`src/hdl/tmr_cmp_pkg.sv`:
```
// Purpose: Shared constants and types for the compare-output action block
// Assumes: Two timer instances, three compare channels each
// Notes:   APB register offsets are byte addresses
package tmr_cmp_pkg;

  localparam int NUM_TIMERS = 2;
  localparam int NUM_CHAN   = 3;

  // APB byte offsets
  localparam logic [4:0] OFS_T1_CTRL = 5'h00;
  localparam logic [4:0] OFS_T1_MODE = 5'h04;
  localparam logic [4:0] OFS_T3_CTRL = 5'h08;
  localparam logic [4:0] OFS_T3_MODE = 5'h0c;
  localparam logic [4:0] OFS_STATUS  = 5'h10;

  // Field positions (upper bit for channel A and WGM low, lower bit for mode and status) and field width
  localparam int FLD_A_HI     = 7;
  localparam int FLD_WIDTH    = 2;
  localparam int WGM_LO_HI    = 1;
  localparam int MODE_HI_POS  = 3;
  localparam int STAT_T3_POS  = 6;
  localparam int STAT_OVR_POS = 3;

  localparam logic [7:0] CTRL_RESET = 8'h00;
  localparam logic [1:0] MODE_RESET = 2'h0;

  // Output-action field values
  localparam logic [1:0] ACT_OFF    = 2'h0;
  localparam logic [1:0] ACT_TOGGLE = 2'h1;
  localparam logic [1:0] ACT_CLEAR  = 2'h2;
  localparam logic [1:0] ACT_SET    = 2'h3;

  // Modes named for channel A toggling in PWM; 14 classifies as fast, so only 15 and 9 allow it
  localparam logic [3:0] MODE_FAST_TOGGLE   = 4'hf;
  localparam logic [3:0] MODE_DUAL_TOGGLE_A = 4'h9;
  localparam logic [3:0] MODE_DUAL_TOGGLE_B = 4'he;

  typedef enum logic [1:0] {CLS_NONPWM, CLS_FAST, CLS_DUAL} wave_class_t;

  typedef struct packed {
    logic [2:0] match;
    logic [2:0] eq_top;
    logic [2:0] dir;
    logic [2:0] port_data;
    logic       at_top;
    logic       count_down;
  } tmr_in_t;

  typedef struct packed {
    logic [2:0] pin_out;
    logic [2:0] pin_oe;
    logic [2:0] override;
  } tmr_pin_t;

  typedef struct packed {
    logic [NUM_TIMERS-1:0][7:0] ctrl;
    logic [NUM_TIMERS-1:0][1:0] mode_hi;
    logic [NUM_TIMERS-1:0][2:0] oc;
    tmr_pin_t [NUM_TIMERS-1:0]  pin;
    logic [31:0]                prdata;
    logic                       pready;
    logic                       pslverr;
  } state_t;

  localparam state_t STATE_RESET = '0;

  // Mode 13 is reserved; treated as non-PWM
  function automatic wave_class_t classify(input logic [3:0] m);
    case (m)
      4'h0, 4'h4, 4'hc, 4'hd:       classify = CLS_NONPWM;
      4'h5, 4'h6, 4'h7, 4'he, 4'hf: classify = CLS_FAST;
      default:                      classify = CLS_DUAL;
    endcase
  endfunction

  function automatic logic [1:0] field(input logic [7:0] ctrl, input int c);
    field = ctrl[FLD_A_HI - FLD_WIDTH*c -: FLD_WIDTH];
  endfunction

endpackage

```
`src/hdl/timer16_compare_output_control.sv`:
```
// Purpose: Compare-output action control for two 16-bit timers, APB slave
// Assumes: Timer inputs synchronous to mclk; one match pulse per event
// Notes:   Pin mux inside drives pin_out from the compare output when override is high
// Function
// - Channel A action sits at control bits 7:6, B at 5:4, C at 3:2.
// - A nonzero action field routes the channel's compare output to its pin, except 01 where PWM forbids toggle.
// - A compare output reaches the pin only while the port direction is output.
// - Action value 0 disconnects the channel in every mode.
// - In non-PWM modes a match toggles on 01, clears on 10 and sets on 11.
// - In fast PWM, 10 clears on match and sets at top; 11 does the reverse.
// - In fast PWM, 01 toggles channel A only in mode 15, else disconnected.
// - In fast PWM with compare equal to top and upper bit set, only top acts.
// - In dual-slope PWM, 10 clears on up-count match and sets on down; 11 reverses.
// - In dual-slope PWM, 01 toggles channel A only in mode 9 (mode 14 classifies as fast).
// - The 4-bit mode joins the two low control bits with two upper mode bits.
// - Modes 0,4,12,13 are non-PWM, 5,6,7,14,15 fast, 1-3 and 8-11 dual-slope.
`timescale 1ns/1ps
module timer16_compare_output_control
(
  // Clock and reset
  input  wire logic                                          mclk,
  input  wire logic                                          resetn,
  // APB slave
  input  wire logic [31:0]                                   paddr,
  input  wire logic                                          psel,
  input  wire logic                                          penable,
  input  wire logic                                          pwrite,
  input  wire logic [31:0]                                   pwdata,
  output logic      [31:0]                                   prdata,
  output logic                                               pready,
  output logic                                               pslverr,
  // Timer events and port state
  input  wire tmr_cmp_pkg::tmr_in_t  [tmr_cmp_pkg::NUM_TIMERS-1:0] tmr_in,
  // Pin drive
  output tmr_cmp_pkg::tmr_pin_t      [tmr_cmp_pkg::NUM_TIMERS-1:0] tmr_pin
);

  logic [1:0]               rst_sync_r;
  logic                     rst_n_sync;
  tmr_cmp_pkg::state_t      q;
  tmr_cmp_pkg::state_t      n;
  logic [3:0]               mode;
  tmr_cmp_pkg::wave_class_t cls;
  logic [1:0]               act;
  logic                     toggle_ok;
  logic                     ovr;
  logic                     oc_v;
  logic                     addr_hit;
  logic                     wr_take;

  // Reset release through two flops
  always_ff @(posedge mclk or negedge resetn)
  begin
    if (!resetn)
      rst_sync_r <= 2'h0;
    else
      rst_sync_r <= {rst_sync_r[0], 1'h1};
  end

  assign rst_n_sync = rst_sync_r[1];
  assign addr_hit   = (paddr[31:5] == 27'h0);
  assign wr_take    = psel & penable & q.pready & pwrite;

  always_comb
  begin
    n         = q;
    mode      = 4'h0;
    cls       = tmr_cmp_pkg::CLS_NONPWM;
    act       = tmr_cmp_pkg::ACT_OFF;
    toggle_ok = 1'h0;
    ovr       = 1'h0;
    oc_v      = 1'h0;

    // One wait state keeps pready registered
    n.pready  = psel & penable & !q.pready;
    n.pslverr = 1'h0;
    n.prdata  = 32'h0;
    if (n.pready)
    begin
      if (!addr_hit)
        n.pslverr = 1'h1;
      else
      begin
        case (paddr[4:0])
          tmr_cmp_pkg::OFS_T1_CTRL: n.prdata[7:0] = q.ctrl[0];
          tmr_cmp_pkg::OFS_T3_CTRL: n.prdata[7:0] = q.ctrl[1];
          tmr_cmp_pkg::OFS_T1_MODE:
            n.prdata[tmr_cmp_pkg::MODE_HI_POS +: 2] = q.mode_hi[0];
          tmr_cmp_pkg::OFS_T3_MODE:
            n.prdata[tmr_cmp_pkg::MODE_HI_POS +: 2] = q.mode_hi[1];
          tmr_cmp_pkg::OFS_STATUS:
          begin
            n.prdata[0 +: 3] = q.oc[0];
            n.prdata[tmr_cmp_pkg::STAT_OVR_POS +: 3] = q.pin[0].override;
            n.prdata[tmr_cmp_pkg::STAT_T3_POS +: 3] = q.oc[1];
            n.prdata[tmr_cmp_pkg::STAT_T3_POS + tmr_cmp_pkg::STAT_OVR_POS +: 3] =
              q.pin[1].override;
          end
          default: n.pslverr = 1'h1;
        endcase
      end
    end

    // Writes land on the completing edge only
    if (wr_take && addr_hit)
    begin
      case (paddr[4:0])
        tmr_cmp_pkg::OFS_T1_CTRL: n.ctrl[0] = pwdata[7:0];
        tmr_cmp_pkg::OFS_T3_CTRL: n.ctrl[1] = pwdata[7:0];
        tmr_cmp_pkg::OFS_T1_MODE:
          n.mode_hi[0] = pwdata[tmr_cmp_pkg::MODE_HI_POS +: 2];
        tmr_cmp_pkg::OFS_T3_MODE:
          n.mode_hi[1] = pwdata[tmr_cmp_pkg::MODE_HI_POS +: 2];
        default: ;
      endcase
    end

    for (int t = 0; t < tmr_cmp_pkg::NUM_TIMERS; t++)
    begin
      mode = {q.mode_hi[t], q.ctrl[t][tmr_cmp_pkg::WGM_LO_HI -: 2]};
      cls  = tmr_cmp_pkg::classify(mode);
      for (int c = 0; c < tmr_cmp_pkg::NUM_CHAN; c++)
      begin
        act = tmr_cmp_pkg::field(q.ctrl[t], c);
        // Toggle in PWM is a channel A privilege of a few modes
        toggle_ok = (cls == tmr_cmp_pkg::CLS_NONPWM) ||
                    ((c == 0) && (cls == tmr_cmp_pkg::CLS_FAST) &&
                     (mode == tmr_cmp_pkg::MODE_FAST_TOGGLE)) ||
                    ((c == 0) && (cls == tmr_cmp_pkg::CLS_DUAL) &&
                     ((mode == tmr_cmp_pkg::MODE_DUAL_TOGGLE_A) ||
                      (mode == tmr_cmp_pkg::MODE_DUAL_TOGGLE_B)));
        ovr  = (act != tmr_cmp_pkg::ACT_OFF) &&
               ((act != tmr_cmp_pkg::ACT_TOGGLE) || toggle_ok);
        oc_v = q.oc[t][c];
        if (ovr)
        begin
          case (cls)
            tmr_cmp_pkg::CLS_NONPWM:
            begin
              if (tmr_in[t].match[c])
              begin
                case (act)
                  tmr_cmp_pkg::ACT_TOGGLE: oc_v = !oc_v;
                  tmr_cmp_pkg::ACT_CLEAR:  oc_v = 1'h0;
                  default:                 oc_v = 1'h1;
                endcase
              end
            end
            tmr_cmp_pkg::CLS_FAST:
            begin
              if (act == tmr_cmp_pkg::ACT_TOGGLE)
              begin
                if (tmr_in[t].match[c])
                  oc_v = !oc_v;
              end
              else
              begin
                // Match at top is dropped; top action alone stands
                if (tmr_in[t].match[c] && !tmr_in[t].eq_top[c])
                  oc_v = (act == tmr_cmp_pkg::ACT_SET);
                if (tmr_in[t].at_top)
                  oc_v = (act == tmr_cmp_pkg::ACT_CLEAR);
              end
            end
            default:
            begin
              if (tmr_in[t].match[c])
              begin
                if (act == tmr_cmp_pkg::ACT_TOGGLE)
                  oc_v = !oc_v;
                else
                  oc_v = (act == tmr_cmp_pkg::ACT_SET) ^ tmr_in[t].count_down;
              end
            end
          endcase
        end
        n.oc[t][c]              = oc_v;
        n.pin[t].override[c]    = ovr;
        n.pin[t].pin_oe[c]      = tmr_in[t].dir[c];
        n.pin[t].pin_out[c]     = ovr ? oc_v : tmr_in[t].port_data[c];
      end
    end
  end

  always_ff @(posedge mclk or negedge rst_n_sync)
  begin
    if (!rst_n_sync)
      q <= tmr_cmp_pkg::STATE_RESET;
    else
      q <= n;
  end

  assign prdata  = q.prdata;
  assign pready  = q.pready;
  assign pslverr = q.pslverr;
  assign tmr_pin = q.pin;

  // Checks on timer 1 channel A (and B where noted), plus timer 3 channel A routing
  logic [3:0]               m0;
  tmr_cmp_pkg::wave_class_t c0;
  logic [1:0]               fa0;
  logic [1:0]               fb0;

  assign m0  = {q.mode_hi[0], q.ctrl[0][1:0]};
  assign c0  = tmr_cmp_pkg::classify(m0);
  assign fa0 = q.ctrl[0][7:6];
  assign fb0 = q.ctrl[0][5:4];
endmodule

```
`config.mk`:
```
export PLATFORM = sky130hd
export DESIGN_NAME = timer16_compare_output_control
export DESIGN_NICKNAME = d
export VERILOG_FILES = /design/src/hdl/tmr_cmp_pkg.sv /design/src/hdl/timer16_compare_output_control.sv
export SDC_FILE = /design/constraint.sdc
export NUM_CORES = 1
export LEC_CHECK = 0
export BUFFER_PORTS_ARGS = -buffer_cell sky130_fd_sc_hd__buf_4
export CORE_MARGIN = 2
export CORE_UTILIZATION = 30
export DETAILED_ROUTE_END_ITERATION = 10
export PLACE_DENSITY = 0.56
export SETUP_SLACK_MARGIN = 0.15
export SLEW_MARGIN = 10
export SYNTH_ARGS = -nofsm -noshare
export SYNTH_HDL_FRONTEND = slang
export SYNTH_SLANG_ARGS = --single-unit
export TNS_END_PERCENT = 5
```
`constraint.sdc`:
```
create_clock -name mclk -period 4.1 [get_ports mclk]
set_input_delay 0.82 -clock mclk [delete_from_list [all_inputs] [get_ports mclk]]
set_output_delay 0.82 -clock mclk [all_outputs]
set_load 0.02 [all_outputs]
```
==> results.sh <==
export IMPL_status="completed"
export IMPL_wl_per_cell_um=15.4
export IMPL_die_area_mm2=0.0129
export IMPL_ys_ff_latch=60
export IMPL_ir_drop_uv=191
export IMPL_ff2ff_path_depth=5
export IMPL_root_buffer="clkbuf_16"
export IMPL_cp_depth=6
export IMPL_final_common_cell="buf_4"
export IMPL_place_ws_ns=1.17
export IMPL_grt_setup_unrepaired="false"
export IMPL_n_antenna_cell=0
export IMPL_instances_no_fill=596
export IMPL_tightest_slew_ns=0.844
export IMPL_critPathRequiredTime_ns=4.31
export IMPL_placementRows=39
export IMPL_grt_max_degree=32
export IMPL_drive_above_1_share_pct=31.3
export IMPL_clkTransAtPathRegs_ns=0.05
export IMPL_grt_pass1_vias=3008
export IMPL_place_detailed_hpwl_um=7160
export IMPL_cts_resized=0
export IMPL_top_layer="met4"
export IMPL_die_w_um=113
export IMPL_synth_edff_count=0
export IMPL_maxSlewHeadroom_pct=43.3
export IMPL_fmax_mhz=391
export IMPL_max_stage_delay_ns=0.52
export IMPL_clock_path_buffers=2
export IMPL_worstPathMaxFanout=9
export IMPL_report_final_slew_viol_count=0
export IMPL_place_congestion=0.777
export IMPL_detailedRoute_firstIterationViolations=171
export IMPL_critPathLaunchType="input port"
export IMPL_n_fill_cell=1153
export IMPL_total_power_mw=1.54
export IMPL_pin_count=149
export IMPL_finalSetupViolCount=0
export IMPL_fin_ws_ns=1.54
export IMPL_fin_tns_setup_ns=0
export IMPL_async_flop_share_pct=100
export IMPL_synth_area_leaders="dfrtp_1, buf_4, nor2b_1"
export IMPL_final_cell_mix="buf_4, dfrtp_1, nor2_1"
export IMPL_wl_met1_um=3870
export IMPL_grt_pass1_wl_um=15000
export IMPL_finalNetCount=545
export IMPL_crit_chain="buf_4 > nor4_1 > nand3_1 > nor4_4 > and2_1 > mux2_1"
export IMPL_period_share_pct=62.4
export IMPL_syn_avg_cell_area_um2=9.64
export IMPL_critPathKind="input port to register"
export IMPL_worstPathArrival_ns=2.77
export IMPL_hold_viol=0
export IMPL_first_pass_iters=4
export IMPL_p_leak_nw=2.10
export IMPL_grt_antenna_before_repair=0
export IMPL_postLayoutCoreUtil_pct=39.2
export IMPL_cts_tree="done"
export IMPL_reg2reg_to="tmr_pin[17]"
export IMPL_overflow=0
export IMPL_yosysSeqAreaShare_pct=41.8
export IMPL_synth_area_leader_cell="dfrtp_1"
export IMPL_wl_met3_um=660
export IMPL_hp_class="input port to async pin"
export IMPL_grt_usage_pct=14.7
export IMPL_dp_cells=580
export IMPL_clock_sinks=60
export IMPL_end_kind="register"
export IMPL_yosys_warnings=0
export IMPL_slowest_stage="nor4_4"
export IMPL_skew_ns=0.00625
export IMPL_postCtsSetupBuffers=0
export IMPL_drcViolationCount=0
export IMPL_clkLatencyLatePin_ns=0.33
export IMPL_cts_buffers=9
export IMPL_syn_inst=373
export IMPL_syn2layout_area_growth_pct=26.1
export IMPL_r2r_start="mode[3]"
export IMPL_fin_crit_ns=2.56
export IMPL_via_count=2972
export IMPL_max_cap_viol_count=0
export IMPL_start_util_pct=31.1
export IMPL_wl_met2_um=4480
export IMPL_path_buf_inv=1
export IMPL_port_buffers=104
export IMPL_holdBufCountCts=0
export IMPL_synth_top_area_share_pct=41.8
export IMPL_die_y_um=113
export IMPL_cts_max_level=3
export IMPL_synth_ff_type="dfrtp_1"
export IMPL_routed_via_density=4.99
export IMPL_synth_area_mm2=0.00359
export IMPL_ant_nets=0
export IMPL_core_area_mm2=0.0116
export IMPL_cpLargestDelayFamily="simple AND/OR/NAND/NOR gates"
export IMPL_rrSetupSlack_ns=2.14
export IMPL_p_per_area_mw_per_mm2=339
export IMPL_wl_um=9190
export IMPL_synth_distinct_cells=56
-- sequential cells by signal, indices dropped and copies added (netlist names), 4 cells and up --
name,cells
m0,4
mode,4
prdata,12
q,12
tmr_pin,18
-- per-stage QoR --
stage | cell area (µm²) | hold WS (ns)
2_1_floorplan | 3670 | 0.331
3_3_place_gp | 4230 | 0.327
3_5_place_dp | 4230 | 0.337
4_1_cts | 4530 | 0.255
5_1_grt | 4530 | 0.260
6_report | 4530 | 0.261
-- routing by layer --
metal  track usage (%)  vias to the layer above
met5                 0                        -
met4              6.34                        0
met3              3.29                       13
met2              25.1                      112
met1              18.0                     1427
li1                  -                     1420
-- Yosys cell counts, types with 3 or more instances --
cell       n
dfrtp_1   60
buf_4     51
nor2_1    22
o21ai_0   21
nor2b_1   18
inv_1     16
clkbuf_1  12
nor3_1    12
nand2_1   10
nand3_1   10
mux2_1     9
nand2b_1   9
and3_1     8
a21o_1     6
a21oi_1    6
a222oi_1   6
o21a_1     6
a211oi_1   5
a22oi_1    5
mux2i_1    5
nor3b_1    5
o21ai_1    5
a31oi_1    4
nor4_2     4
a211o_1    3
a31o_2     3
and3b_1    3
nand3b_1   3
o211ai_1   3
o31ai_1    3
xnor2_1    3
-- cell type report --
type	count	area [µm²]	share of cell area, %
Timing Repair Buffer	110	826	18.2
Tap cell	143	179	3.95
Clock inverter	4	47.5	1.05
Inverter	16	60.1	1.33
Clock buffer	12	256	5.66
Sequential cell	60	1500	33.2
Multi-Input combinational cell	251	1660	36.6
-- power breakdown --
group / internal [mW] / switching [mW]
Sequential: 0.602 / 0.0123
Combinational: 0.0751 / 0.0767
Clock: 0.501 / 0.270
-- worst reg2reg max path, stage by stage (launching register included) --
cell	delay (ns)
dfrtp_1	0.42
nor2b_1	0.17
nor3_1	0.69
a21o_1	0.30
nand4_1	0.13
o21a_1	0.13
-- how the worst max path moves through the flow --
stage	start	end	slack, ns
5_1_grt	paddr[24]	mode[1]	1.38
4_1_cts	paddr[19]	mode[1]	1.51
3_5_place_dp	paddr[9]	mode[1]	1.17
3_3_place_gp	paddr[17]	mode[0]	1.22
2_1_floorplan	paddr[9]	m0[0]	1.75
6_report	paddr[19]	mode[1]	1.54
-- kinds of logic (layout without fill, tap and decap cells) --
logic type             Yosys count  count (layout)  synth area share (%)
multiplexers                    17              17                  5.36
other                            2              21                 0.209
buffers and inverters           81             142                  14.0
XOR/XNOR                         5               5                  1.22
AND/OR/NAND/NOR                119             119                  20.2
flip-flops                      60              60                  41.8
AO/OA/AOI/OAI                   89              89                  17.2
Note: power is estimated with default switching activity, not from simulation.
